$ cat src/emc_defs.svh
`ifndef EMC_DEFS_SVH
`define EMC_DEFS_SVH
// ********************************************
// Register map (byte offsets on the AXI4-Lite port)
// ********************************************
`define EMC_ADDR_W 12
`define EMC_OFF_PROT 12'h100
`define EMC_OFF_AREA0 12'h110
`define EMC_AREA_STEP 12'h004
`define EMC_OFF_DIV 12'h120
`define EMC_OFF_MODE 12'h124
`define EMC_OFF_WP 12'h128
`define EMC_OFF_STAT 12'h12c
// ********************************************
// Reset values, write masks, keys
// ********************************************
`define EMC_DIV_RST 3'h4
`define EMC_MODE_RST 32'h00000000
`define EMC_WP_RST 3'h1
`define EMC_AREA_RST 32'h00000000
`define EMC_AREA_WMASK 32'hff0000ff
`define EMC_MODE_WMASK 32'h0000001f
`define EMC_UNLOCK_KEY 32'h000000a5
`define EMC_WIN_NIBBLE 4'h1
`define EMC_SHARED_PINS 27'h7ff0000
`define EMC_LOWER_PINS 16
`define EMC_RESP_OKAY 2'h0
`define EMC_RESP_SLVERR 2'h2
// ********************************************
// Divider codes: period and high phase in clk cycles
// ********************************************
`define EMC_DIV_BY2 3'h0
`define EMC_DIV_BY3 3'h1
`define EMC_DIV_BY4 3'h2
`define EMC_DIV_BY5 3'h3
`define EMC_PER_2 3'h2
`define EMC_PER_3 3'h3
`define EMC_PER_4 3'h4
`define EMC_PER_5 3'h5
`define EMC_PER_6 3'h6
`define EMC_HIGH_1 3'h1
`define EMC_HIGH_2 3'h2
`define EMC_HIGH_3 3'h3
`endif

$ cat src/emc_pkg.sv
package emc_pkg;
  // Area select word: base in the top byte, size mask in the low byte
  typedef struct packed {
    logic [7:0] base;
    logic [15:0] rsvd;
    logic [7:0] size;
  } emc_area_type;

  // Operation mode word
  typedef struct packed {
    logic [26:0] rsvd;
    logic upperForce;
    logic lowerForce;
    logic readEdge;
    logic strobeHold;
    logic clockGate;
  } emc_mode_type;

  typedef enum logic [1:0] {
    WS_IDLE,
    WS_PULSE,
    WS_HOLD,
    WS_DONE
  } emc_ws_state_type;
endpackage

$ cat src/emc_clk_div.sv
`timescale 1ns/100ps
`include "emc_defs.svh"
module emc_clk_div (
  input wire logic clk,
  input wire logic rst_n,
  input wire logic [2:0] divCode,
  output logic busClkLevel,
  output logic riseTick,
  output logic fallTick
);
  logic [2:0] cnt_q;
  logic [2:0] period;
  logic [2:0] high;
  logic [2:0] cnt_d;
  logic level_d;

  // Ratio table; unlisted codes fall back to the slowest ratio
  always_comb begin
    case (divCode)
      `EMC_DIV_BY2: begin
        period = `EMC_PER_2;
        high = `EMC_HIGH_1;
      end
      `EMC_DIV_BY3: begin
        period = `EMC_PER_3;
        high = `EMC_HIGH_1;
      end
      `EMC_DIV_BY4: begin
        period = `EMC_PER_4;
        high = `EMC_HIGH_2;
      end
      `EMC_DIV_BY5: begin
        period = `EMC_PER_5;
        high = `EMC_HIGH_2;
      end
      default: begin
        period = `EMC_PER_6;
        high = `EMC_HIGH_3;
      end
    endcase
    cnt_d = (cnt_q >= period - 3'h1) ? 3'h0 : cnt_q + 3'h1;
    level_d = cnt_d < high;
  end

  // Phase counter and level; ticks mark the cycle the level changes
  always_ff @(posedge clk or negedge rst_n) begin
    if (!rst_n) begin
      cnt_q <= 3'h0;
      busClkLevel <= 1'b0;
      riseTick <= 1'b0;
      fallTick <= 1'b0;
    end else begin
      cnt_q <= cnt_d;
      busClkLevel <= level_d;
      riseTick <= level_d & ~busClkLevel;
      fallTick <= ~level_d & busClkLevel;
    end
  end
endmodule

$ cat src/emc_config.sv
// Behaviour
// - Chip selects only decode addresses inside the 1000_0000h..1FFF_FFFFh window.
// - Area hits when address[31:24] AND size mask equals base.
// - Divider register writes need a prior unlock key; reads are free.
// - Divider code selects divide by 2,3,4,5,6; 6 after reset.
// - Same ratio drives the internal bus clock and the external clock pin.
// - Divider bits 31..4 read zero; software writes zero there.
// - Mode bit 4 forces upper address outputs low.
// - Mode bit 3 forces lower address outputs low.
// - Shared address pins are forced only when in port role.
// - Mode bit 2 picks rising or falling bus clock edge for read capture.
// - Mode bit 1 keeps write strobe asserted while chip select stays active; the code holds it until accValid drops.
// - Mode bit 0 outputs the bus clock only while a chip select is active.
// - Write pulse length is 1 to 7 bus clock cycles.
//
// Our own choices: the AXI4-Lite slave port and the register offsets.
`timescale 1ns/100ps
`include "emc_defs.svh"
module emc_config (
  input wire logic clk,
  input wire logic rst_n,
  input wire logic [11:0] s_axi_awaddr,
  input wire logic s_axi_awvalid,
  output logic s_axi_awready,
  input wire logic [31:0] s_axi_wdata,
  input wire logic [3:0] s_axi_wstrb,
  input wire logic s_axi_wvalid,
  output logic s_axi_wready,
  output logic [1:0] s_axi_bresp,
  output logic s_axi_bvalid,
  input wire logic s_axi_bready,
  input wire logic [11:0] s_axi_araddr,
  input wire logic s_axi_arvalid,
  output logic s_axi_arready,
  output logic [31:0] s_axi_rdata,
  output logic [1:0] s_axi_rresp,
  output logic s_axi_rvalid,
  input wire logic s_axi_rready,
  input wire logic accValid,
  input wire logic accWrite,
  input wire logic [31:0] accAddr,
  input wire logic [26:0] pinPortRole,
  input wire logic [31:0] memReadData,
  output logic [3:0] chipSelectN,
  output logic [3:0] writeStrobeN,
  output logic extBusClock,
  output logic busClockTick,
  output logic [10:0] upperAddressOut,
  output logic [15:0] lowerAddressOut,
  output logic [31:0] readData,
  output logic readDataValid
);
  // ********************************************
  // Register bus
  // ********************************************
  logic awReady_q, wReady_q, awHave_q, wHave_q, bValid_q;
  logic arReady_q, rValid_q;
  logic [1:0] bResp_q, rResp_q;
  logic [11:0] awAddr_q, rdAddr_q;
  logic [31:0] wData_q, rData_q, merged;
  logic [3:0] wStrb_q;
  logic wrFire, wrMapped, rdMapped;
  logic [31:0] wrOld, rdVal;
  emc_pkg::emc_area_type areaQ [4];
  emc_pkg::emc_mode_type modeQ;
  logic [2:0] divCode_q, wpCode_q, wpCnt_q;
  logic unlocked_q;
  logic [3:0] csN_q, hitVec, wsSel_q, wsN_q;
  logic divLevel, divRise, divFall, inWindow, anyCs, extClk_q, tick_q;
  emc_pkg::emc_ws_state_type ws_q;

  // Register read-back; the flag tells whether the offset is mapped
  function automatic logic [32:0] regValue(input logic [11:0] a);
    logic [32:0] v;
    v = {1'b1, 32'h0};
    case (a)
      `EMC_OFF_PROT: v = {1'b1, 32'h0};
      `EMC_OFF_DIV: v = {1'b1, 29'h0, divCode_q};
      `EMC_OFF_MODE: v = {1'b1, modeQ};
      `EMC_OFF_WP: v = {1'b1, 29'h0, wpCode_q};
      `EMC_OFF_STAT: v = {1'b1, 24'h0, ~csN_q, 3'h0, unlocked_q};
      default: begin
        v = {1'b0, 32'h0};
        for (int i = 0; i < 4; i++) begin
          if (a == `EMC_OFF_AREA0 + 12'(i) * `EMC_AREA_STEP) begin
            v = {1'b1, areaQ[i]};
          end
        end
      end
    endcase
    return v;
  endfunction

  // Byte-lane merge of write data over the old value
  always_comb begin
    {wrMapped, wrOld} = regValue(awAddr_q);
    {rdMapped, rdVal} = regValue(s_axi_araddr);
    for (int b = 0; b < 4; b++) begin
      merged[b*8 +: 8] = wStrb_q[b] ? wData_q[b*8 +: 8] : wrOld[b*8 +: 8];
    end
  end

  assign wrFire = awHave_q & wHave_q & ~bValid_q;

  // Address and data are taken independently, in either order
  always_ff @(posedge clk or negedge rst_n) begin
    if (!rst_n) begin
      awReady_q <= 1'b1;
      awHave_q <= 1'b0;
      awAddr_q <= 12'h0;
    end else if (s_axi_awvalid && awReady_q) begin
      awAddr_q <= s_axi_awaddr;
      awHave_q <= 1'b1;
      awReady_q <= 1'b0;
    end else if (bValid_q && s_axi_bready) begin
      awHave_q <= 1'b0;
      awReady_q <= 1'b1;
    end
  end

  always_ff @(posedge clk or negedge rst_n) begin
    if (!rst_n) begin
      wReady_q <= 1'b1;
      wHave_q <= 1'b0;
      wData_q <= 32'h0;
      wStrb_q <= 4'h0;
    end else if (s_axi_wvalid && wReady_q) begin
      wData_q <= s_axi_wdata;
      wStrb_q <= s_axi_wstrb;
      wHave_q <= 1'b1;
      wReady_q <= 1'b0;
    end else if (bValid_q && s_axi_bready) begin
      wHave_q <= 1'b0;
      wReady_q <= 1'b1;
    end
  end

  // Write response; unmapped offsets answer SLVERR
  always_ff @(posedge clk or negedge rst_n) begin
    if (!rst_n) begin
      bValid_q <= 1'b0;
      bResp_q <= `EMC_RESP_OKAY;
    end else if (wrFire) begin
      bValid_q <= 1'b1;
      bResp_q <= wrMapped ? `EMC_RESP_OKAY : `EMC_RESP_SLVERR;
    end else if (s_axi_bready) begin
      bValid_q <= 1'b0;
    end
  end

  // Read channel: one read at a time, answered the cycle after the address
  always_ff @(posedge clk or negedge rst_n) begin
    if (!rst_n) begin
      arReady_q <= 1'b1;
      rValid_q <= 1'b0;
      rData_q <= 32'h0;
      rResp_q <= `EMC_RESP_OKAY;
      rdAddr_q <= 12'h0;
    end else if (s_axi_arvalid && arReady_q) begin
      arReady_q <= 1'b0;
      rValid_q <= 1'b1;
      rData_q <= rdVal;
      rdAddr_q <= s_axi_araddr;
      rResp_q <= rdMapped ? `EMC_RESP_OKAY : `EMC_RESP_SLVERR;
    end else if (rValid_q && s_axi_rready) begin
      rValid_q <= 1'b0;
      arReady_q <= 1'b1;
    end
  end

  // ********************************************
  // Configuration registers
  // ********************************************
  // Unlock arms exactly one following write; any other write disarms it
  always_ff @(posedge clk or negedge rst_n) begin
    if (!rst_n) begin
      unlocked_q <= 1'b0;
    end else if (wrFire) begin
      unlocked_q <= (awAddr_q == `EMC_OFF_PROT) && (merged == `EMC_UNLOCK_KEY);
    end
  end

  always_ff @(posedge clk or negedge rst_n) begin
    if (!rst_n) begin
      divCode_q <= `EMC_DIV_RST;
    end else if (wrFire && awAddr_q == `EMC_OFF_DIV && unlocked_q) begin
      divCode_q <= merged[2:0];
    end
  end

  always_ff @(posedge clk or negedge rst_n) begin
    if (!rst_n) begin
      modeQ <= `EMC_MODE_RST;
      wpCode_q <= `EMC_WP_RST;
    end else if (wrFire && awAddr_q == `EMC_OFF_MODE) begin
      modeQ <= merged & `EMC_MODE_WMASK;
    end else if (wrFire && awAddr_q == `EMC_OFF_WP) begin
      wpCode_q <= merged[2:0];
    end
  end

  // One area register and one decoder per chip select
  for (genvar i = 0; i < 4; i++) begin : g_area
    always_ff @(posedge clk or negedge rst_n) begin
      if (!rst_n) begin
        areaQ[i] <= `EMC_AREA_RST;
      end else if (wrFire && awAddr_q == `EMC_OFF_AREA0 + 12'(i) * `EMC_AREA_STEP) begin
        areaQ[i] <= merged & `EMC_AREA_WMASK;
      end
    end
    assign hitVec[i] = (accAddr[31:24] & areaQ[i].size) == areaQ[i].base;
  end

  // ********************************************
  // Bus clock and chip selects
  // ********************************************
  emc_clk_div u_div (
    .clk(clk),
    .rst_n(rst_n),
    .divCode(divCode_q),
    .busClkLevel(divLevel),
    .riseTick(divRise),
    .fallTick(divFall)
  );

  assign inWindow = accAddr[31:28] == `EMC_WIN_NIBBLE;
  assign anyCs = ~&csN_q;

  // Outside the window no decoder may fire, whatever the area values
  always_ff @(posedge clk or negedge rst_n) begin
    if (!rst_n) begin
      csN_q <= 4'hf;
    end else begin
      csN_q <= ~(hitVec & {4{accValid & inWindow}});
    end
  end

  // Pin clock and internal tick share one divider so they never drift
  always_ff @(posedge clk or negedge rst_n) begin
    if (!rst_n) begin
      extClk_q <= 1'b0;
      tick_q <= 1'b0;
    end else begin
      extClk_q <= divLevel & (~modeQ.clockGate | anyCs);
      tick_q <= divRise;
    end
  end

  // ********************************************
  // Address pins
  // ********************************************
  // Dedicated pins always obey the force; shared ones only in port role
  localparam logic [26:0] SHARED_PINS = `EMC_SHARED_PINS;
  for (genvar p = 0; p < 27; p++) begin : g_pin
    logic force_w, addr_q;
    assign force_w = (p < `EMC_LOWER_PINS ? modeQ.lowerForce : modeQ.upperForce)
                     & (~SHARED_PINS[p] | pinPortRole[p]);
    always_ff @(posedge clk or negedge rst_n) begin
      if (!rst_n) begin
        addr_q <= 1'b0;
      end else begin
        addr_q <= force_w ? 1'b0 : accAddr[p];
      end
    end
    if (p < `EMC_LOWER_PINS) begin : g_lo
      assign lowerAddressOut[p] = addr_q;
    end else begin : g_hi
      assign upperAddressOut[p - `EMC_LOWER_PINS] = addr_q;
    end
  end

  // ********************************************
  // Write strobe and read capture
  // ********************************************
  // Pulse length counts bus clock rises; hold mode waits for accValid to drop
  always_ff @(posedge clk or negedge rst_n) begin
    if (!rst_n) begin
      ws_q <= emc_pkg::WS_IDLE;
      wpCnt_q <= 3'h0;
      wsSel_q <= 4'h0;
    end else begin
      case (ws_q)
        emc_pkg::WS_IDLE: begin
          if (accValid && accWrite && inWindow && |hitVec) begin
            ws_q <= emc_pkg::WS_PULSE;
            wpCnt_q <= wpCode_q;
            wsSel_q <= hitVec;
          end
        end
        emc_pkg::WS_PULSE: begin
          if (modeQ.strobeHold) begin
            ws_q <= emc_pkg::WS_HOLD;
          end else if (divRise) begin
            if (wpCnt_q <= 3'h1) begin
              ws_q <= emc_pkg::WS_DONE;
            end else begin
              wpCnt_q <= wpCnt_q - 3'h1;
            end
          end
        end
        emc_pkg::WS_HOLD: begin
          if (!accValid) begin
            ws_q <= emc_pkg::WS_IDLE;
          end
        end
        emc_pkg::WS_DONE: begin
          if (!accValid) begin
            ws_q <= emc_pkg::WS_IDLE;
          end
        end
        default: ws_q <= emc_pkg::WS_IDLE;
      endcase
    end
  end

  always_ff @(posedge clk or negedge rst_n) begin
    if (!rst_n) begin
      wsN_q <= 4'hf;
    end else begin
      wsN_q <= (ws_q == emc_pkg::WS_PULSE || ws_q == emc_pkg::WS_HOLD) ? ~wsSel_q : 4'hf;
    end
  end

  // Read data come from pins: two flops before the edge-selected latch
  logic [31:0] rdSync1_q, rdSync2_q, readData_q;
  logic readDataValid_q, capture;
  assign capture = accValid & ~accWrite & anyCs & (modeQ.readEdge ? divFall : divRise);
  always_ff @(posedge clk or negedge rst_n) begin
    if (!rst_n) begin
      rdSync1_q <= 32'h0;
      rdSync2_q <= 32'h0;
      readData_q <= 32'h0;
      readDataValid_q <= 1'b0;
    end else begin
      rdSync1_q <= memReadData;
      rdSync2_q <= rdSync1_q;
      readDataValid_q <= capture;
      if (capture) begin
        readData_q <= rdSync2_q;
      end
    end
  end

  assign s_axi_awready = awReady_q;
  assign s_axi_wready = wReady_q;
  assign s_axi_bvalid = bValid_q;
  assign s_axi_bresp = bResp_q;
  assign s_axi_arready = arReady_q;
  assign s_axi_rvalid = rValid_q;
  assign s_axi_rdata = rData_q;
  assign s_axi_rresp = rResp_q;
  assign chipSelectN = csN_q;
  assign writeStrobeN = wsN_q;
  assign extBusClock = extClk_q;
  assign busClockTick = tick_q;
  assign readData = readData_q;
  assign readDataValid = readDataValid_q;
endmodule

$ cat config.mk
export PLATFORM = sky130hd
export DESIGN_NAME = emc_config
export DESIGN_NICKNAME = d
export VERILOG_FILES = /design/src/emc_pkg.sv /design/src/emc_clk_div.sv /design/src/emc_config.sv
export VERILOG_INCLUDE_DIRS = /design/src
export SDC_FILE = /design/constraint.sdc
export NUM_CORES = 1
export LEC_CHECK = 0
export ABC_AREA = 1
export BUFFER_PORTS_ARGS = -buffer_cell sky130_fd_sc_hd__buf_2
export CAP_MARGIN = 20
export CORE_AREA = 2 2 186 188
export CTS_CLUSTER_DIAMETER = 30
export DETAILED_ROUTE_END_ITERATION = 8
export DIE_AREA = 0 0 188 190
export PLACE_DENSITY = 0.58
export SLEW_MARGIN = 20
export SYNTH_ARGS = -nofsm -noshare
export SYNTH_HDL_FRONTEND = slang
export SYNTH_HIERARCHICAL = 1
export SYNTH_SLANG_ARGS = --single-unit
$ cat constraint.sdc
create_clock -name clk -period 5.16 [get_ports clk]
set_input_delay 0.774 -clock clk [delete_from_list [all_inputs] [get_ports clk]]
set_output_delay 0.774 -clock clk [all_outputs]
set_load 0.02 [all_outputs]
# Yosys cells after proc, flatten, opt, wreduce, memory -nomap -nowiden

Index checks and enable logic that the tools add are counted.

$add $sub $neg: 3
Magnitude comparators: 3
Equal/unequal tests: 37
Muxes and demuxes: 71
Bitwise operators: 35
Reduce and logical (&&, ||, !) cells: 35

Operators by type and width:

| cell                                                 | count |
|---|---|
| case mux 33 bit (5 select lines)                     | 2 |
| two-way mux 33 bit                                   | 8 |
| equality test 12 x 9 -> 1 bit, second input constant | 18 |
| two-way mux 1 bit                                    | 40 |
| bitwise AND 8 bit                                    | 4 |
| equality test 32 x 8 -> 1 bit, second input constant | 1 |
| equality test 8 bit                                  | 4 |
| two-way mux 8 bit                                    | 4 |
| bitwise AND 1 bit                                    | 20 |
| logical AND 1 bit                                    | 17 |
| two-way mux 3 bit                                    | 5 |
| two-way mux 2 bit                                    | 7 |
| inverter 4 bit                                       | 3 |
| case mux 3 bit (4 select lines)                      | 1 |
| nonzero test 2 bit                                   | 5 |
| inequality test 2 bit, second input constant         | 4 |
| AND reduction 4 bit                                  | 2 |
| equality test 3 x 2 -> 1 bit, second input constant  | 2 |
| inverter 1 bit                                       | 6 |
| case mux 2 bit (3 select lines)                      | 1 |
| case mux 3 bit (2 select lines)                      | 1 |
| OR reduction 2 bit                                   | 3 |
| subtractor 3 x 1 -> 3 bit, second input constant     | 2 |
| AND reduction 5 bit                                  | 1 |
| 21 further kinds                                     | 23 |

Register bits after elaboration: 316
Bits of input ports: 160
Output and inout bits: 111
Word-level logic and storage cells: 255

# Logic depth before layout (Yosys ltp)

Depth in word-level cells: 9
Depth in mapped cells: 17
Gate-level depth less buffers: 17

# Modules after synthesis

Netlist, hierarchy kept.

Modules (own cells, without submodules):

| module      | instances | cells each | area each (µm²) | sequential area each (µm²) |
|---|---|---|---|---|
| emc_config  | 1         | 1448       | 12931.2         | 7323.3 |
| emc_clk_div | 1         | 45         | 391.6           | 150.1 |

# Worst setup path before layout

No wires, ideal clock.

Kind: register to register
Start point: register divCode_q[2]
End point: register u_div.riseTick
Setup time: 0.069 ns
Arrival: 2.165 ns
Data required time: 5.091 ns
Slack: 2.926 ns
Stages on the path, launching flop included: 13
Path buffers: 0
Period minus slack after synthesis: 2.234 ns
Path through: dfstp_2 > inv_1 > nand2_1 > inv_1 > ha_1 > xor2_1 > ha_1 > a21oi_2 > and3_1 > ha_1 > nand2_2 > nand2_2 > nor2_2

Longest elaborated chain between the ends: 7
Elaborated cells between the ends (all ways): 13
Those cells by class: add/sub: 1; order compare: 2; eq/ne: 3; mux: 3; bitwise: 1; reduce/logical: 3

Ends and longest elaborated chain:

| item                                                       | RTL line          | source |
|---|---|---|
| start, declared                                            | emc_config.sv:66  | `logic [2:0] divCode_q, wpCode_q, wpCnt_q;` |
| start signal, assigned                                     | emc_config.sv:185 | `` divCode_q <= `EMC_DIV_RST; `` |
| start signal, assigned                                     | emc_config.sv:187 | `divCode_q <= merged[2:0];` |
| equality test 3 x 2 -> 1 bit, or another cell as far along | emc_clk_div.sv:19 | `case (divCode)` |
| case mux 3 bit (4 select lines) (*)                        | emc_clk_div.sv:19 |  |
| subtractor 3 x 1 -> 3 bit (*)                              | emc_clk_div.sv:41 | `cnt_d = (cnt_q >= period - 3'h1) ? 3'h0 : cnt_q + 3'h1;` |
| greater-or-equal comparator 3 bit (*)                      | emc_clk_div.sv:41 |  |
| two-way mux 3 bit (*)                                      | emc_clk_div.sv:41 |  |
| via u_div.cnt_d[1]                                         | emc_clk_div.sv:14 | `logic [2:0] cnt_d;` |
| less-than comparator 3 x 2 -> 1 bit (*)                    | emc_clk_div.sv:42 | `level_d = cnt_d < high;` |
| bitwise AND 1 bit (*)                                      | emc_clk_div.sv:55 | `riseTick <= level_d & ~busClkLevel;` |
| end signal, assigned                                       | emc_clk_div.sv:55 |  |
| end, declared                                              | emc_clk_div.sv:8  | `output logic riseTick,` |

The timed path passes the listed nets; every way through them passes the cells marked *.
A chain may end at the register's enable or synchronous reset.

# Final worst setup path

Start point: register awAddr_q[9]
End point: register areaQ[3] (netlist name)

Longest elaborated chain between the ends: 7
Elaborated cells between the ends (all ways): 16
Those cells by class: eq/ne: 9; mux: 6; reduce/logical: 1

Ends and longest elaborated chain:

| item                                           | RTL line          | source |
|---|---|---|
| start, declared                                | emc_config.sv:59  | `logic [11:0] awAddr_q, rdAddr_q;` |
| start signal, assigned                         | emc_config.sv:112 | `awAddr_q <= s_axi_awaddr;` |
| equality test 12 x 9 -> 1 bit (no source line) | -                 |  |
| two-way mux 33 bit (4 in series)               | emc_config.sv:85  | `` if (a == `EMC_OFF_AREA0 + 12'(i) * `EMC_AREA_STEP) begin `` |
| case mux 33 bit (5 select lines)               | emc_config.sv:76  | `case (a)` |
| two-way mux 8 bit                              | emc_config.sv:99  | `merged[b*8 +: 8] = wStrb_q[b] ? wData_q[b*8 +: 8] : wrOld[b*8 +: 8];` |
| end signal, assigned by index                  | emc_config.sv:206 | `` areaQ[i] <= `EMC_AREA_RST; `` |
| end signal, assigned by index                  | emc_config.sv:208 | `` areaQ[i] <= merged & `EMC_AREA_WMASK; `` |
| end, declared                                  | emc_config.sv:64  | `emc_pkg::emc_area_type areaQ [4];` |

Parallel ways exist; a longest one is shown, timed or not.

==> results by group <==
Global routing
  • Vias in the first global route: 10921
  • Global Route Usage Sum: 22.1%
  • Antenna violations before repair: 2
  • Remaining Overflow, GRT: 0
  • First-pass GRT wire length: 61300 um
  • Largest net degree at the start of global routing: 116

Timing
  • Hold Fails Final Rpt: 0
  • Fmax: 323 MHz
  • Measured slew at the worst slew-check pin: 1.03 ns
  • Setup violators final: 0
  • Worst rel slew slack: 31.3%
  • Final Skew: 0.0199 ns
  • Final Critical Period: 3.10 ns
  • Unrepaired setup endpoints after global routing: no
  • Final worst-path cycle share: 60.0%
  • Setup TNS: 0 ns
  • Max Slew Vio Count: 0
  • Hold WS: 0.252 ns

Die
  • # rows: 68
  • Die area: 35700 um^2
  • Die span in y: 190 um
  • Die W: 188 um
  • Core ar.: 33900 um^2
  • Io pins: 271
  • Initial core utilization: 39.2%

Yosys
  • YS warnings: 6
  • Complex-gate fraction of the synthesized area: 9.21%
  • Share of the synthesized area in the top cell type: 53.5%
  • Synth Register Bits: 298
  • Synthesized area: 13300 um^2
  • Multiplexer share of the synthesized area: 1.44%
  • Sequential area share after synthesis: 56.1%
  • Post-Synth Simple-Gate Area: 21.7%
  • Adder and majority cell fraction of the synthesized area: 1.13%
  • Cells after synthesis: 1493
  • Top_reg_cell synth: dfrtp_1
  • Synth async-reset ratio: 100%
  • Largest family of logic cells by synthesized area: simple AND/OR/NAND/NOR gates
  • Unique masters post-synth: 56
  • Commonest cells in the netlist: 384 x nand2_1, 285 x dfrtp_1, 151 x inv_1
  • Avg Cell Area, Syn: 8.92 um^2
  • Post-synth EDFFs: 0
  • Most frequent cell after synthesis: nand2_1
  • Area leader, netlist: dfrtp_1
  • Top cells by area, synth: dfrtp_1 54%, nand2_1 11%, inv_1 4.3%
  • Post-Synth XOR/XNOR Area: 2.04%

Final layout
  • Share of cells above drive strength 1: 24.8%
  • Syn-to-layout area delta: 28.4%
  • Post-route design area: 17100 um^2
  • Antenna diodes: 0
  • Count of nets after finishing: 1916

Power and ir drop
  • Maximum vdd drop: 0.000276 V
  • Leak pwr: 8.34 nW
  • Total power: 8.79 mW
  • Pwr/cell area: 514 nW/um^2

CTS
  • CTS clock-pin slew for the worst setup and hold paths: 0.05 ns
  • Cts hold-fix bufs: 0
  • Post_cts resized: 0
  • H-tree levels: 3
  • Root buffer cell: clkbuf_16
  • Worst-skew pair later-pin latency: 0.56 ns
  • Clock tree buffer depth: 3
  • CTS sink count: 298
  • CTS tree: done
  • Post-CTS Setup Inserts: 0
  • Cts bufs inserted: 69

Worst setup path
  • CP Capture Point: areaQ[3]
  • Setup crit end kind: flop
  • Most used cell, CP: nand2_1
  • Req. time, crit path: 5.56 ns
  • Startpoint Class: flop
  • Worst R2R Setup Slack: 2.06 ns
  • Critical path arrival: 3.50 ns
  • Worst-case reg-to-reg path depth: 8
  • Max FO, Critical Path: 25
  • R2r endpoint: areaQ[3]
  • CP Launch Point: awAddr_q[9]
  • Slowest stage delay, CP: 0.85 ns
  • Crit Path Category: reg2reg
  • R2r startpoint: awAddr_q[9]
  • Slowest CP cell: nor2_2
  • Critical path, cell by cell: inv_1, nand2_1, nor2_4, nand2_1, nor2_2, inv_1, nand2_1, o21ai_0

Detailed routing
  • DR pass1 iterations: 5
  • Routed WL: 39200 um
  • Post-route antenna net violation count: 0
  • Routed wire per std cell: 17.4 um
  • DR vias/cell: 4.94
  • # DRC: 0
  • DR iter-0 viols: 890
  • Vias after detailed routing: 11128

Placement
  • Cell Area, Placed: 14700 um^2
  • Port buffer count: 236
  • RePlAce Congestion: 0.935
  • DP HPWL: 27900 um

Status
  • Status: finished clean

Min path
  • Worst min path class: in2async

Flow run
  • MaxCap Viol Count: 0
## layout make-up
type,instances,area (um^2)
inverter,163,612
clock buffer,95,1980
timing repair buffer,245,1270
fill,3158,16800
tap,455,569
sequential,298,7470
clock inverter,31,403
multi-input combinational,967,4800
## cells by family after synthesis
group	Yosys count
compound gates	216
xor+xnor	31
fa+ha+maj	12
buf+inv	245
flops	298
mux	17
other cells	1
simple gates	673
## critical path: cells and delay by family, from the launching register on
family	cells	cell delay [ns]
buffers and inverters	2	0.47
and+or+nand+nor	5	1.99
AOI/OAI and AO/OA	1	0.08
DFF	1	0.39
## power by group
part           total, mW  internal, mW  switching (mW)  leakage, nW
registers           2.94          2.73           0.209         3.69
clock network       4.38          3.06            1.32         1.17
logic               1.46         0.463            1.00         3.48
total               8.79          6.26            2.53         8.34
## sequential cells by signal, indices dropped and copies added, names as in the netlist, 2 cells and up
register / cells
wData_q: 32
s_axi_rdata: 16
divCode_q: 3
chipSelectN: 4
wpCnt_q: 3
rdSync1_q: 32
writeStrobeN: 4
readData: 32
wsSel_q: 4
awAddr_q: 12
areaQ: 64
ws_q: 2
wpCode_q: 3
u_div/cnt_q: 3
g_pin.addr_q: 27
wStrb_q: 4
modeQ: 4
rdSync2_q: 32
## layer usage
metal  up-vias  wire [um]  GRT usage (%)  part of all wire (%)
met3        86       3440           6.18                   8.8
met4         2       1180           8.72                   3.0
met2       507      17200           33.6                    44
met1      5276      17400           30.0                    44
li1       5257          -              -                     -
met5         -         11              0                 0.028
## per-stage QoR
| step | worst slack [ns] | cells | util, % |
|---|---|---|---|
| after floorplan | 2.93 | 1510 | - |
| after CTS | 2.15 | 2254 | 50.4 |
| final | 2.06 | 2254 | 50.4 |
| after global routing | 1.85 | 2254 | 50.4 |
| after global placement | 2.09 | 2128 | 43.4 |
| after detailed placement | 2.07 | 2128 | 43.4 |
## how the worst min path moves through the flow
stage / start / slack (ns) / end / depth (start not counted)
floorplan: rdSync1_q[0] / 0.33 / rdSync2_q[0] / 0
detailed placement: rdSync1_q[13] / 0.33 / rdSync2_q[13] / 0
global placement: rdSync1_q[8] / 0.33 / rdSync2_q[8] / 0
global route: memReadData[9] / 0.31 / rdSync1_q[9] / 1
CTS: memReadData[17] / 0.30 / rdSync1_q[17] / 1
finish: rst_n / 0.25 / readData[9] / 1
## placed cells by master (no fill, tap or decap), types with 28 or more instances in the layout
master	count
buf_2	235
nor2_1	134
nand3_1	79
clkbuf_16	70
a21oi_1	48
inv_1	150
nand2_1	383
o21ai_0	104
xor2_1	28
dfrtp_1	285
Power figures use the tool's default switching activity.
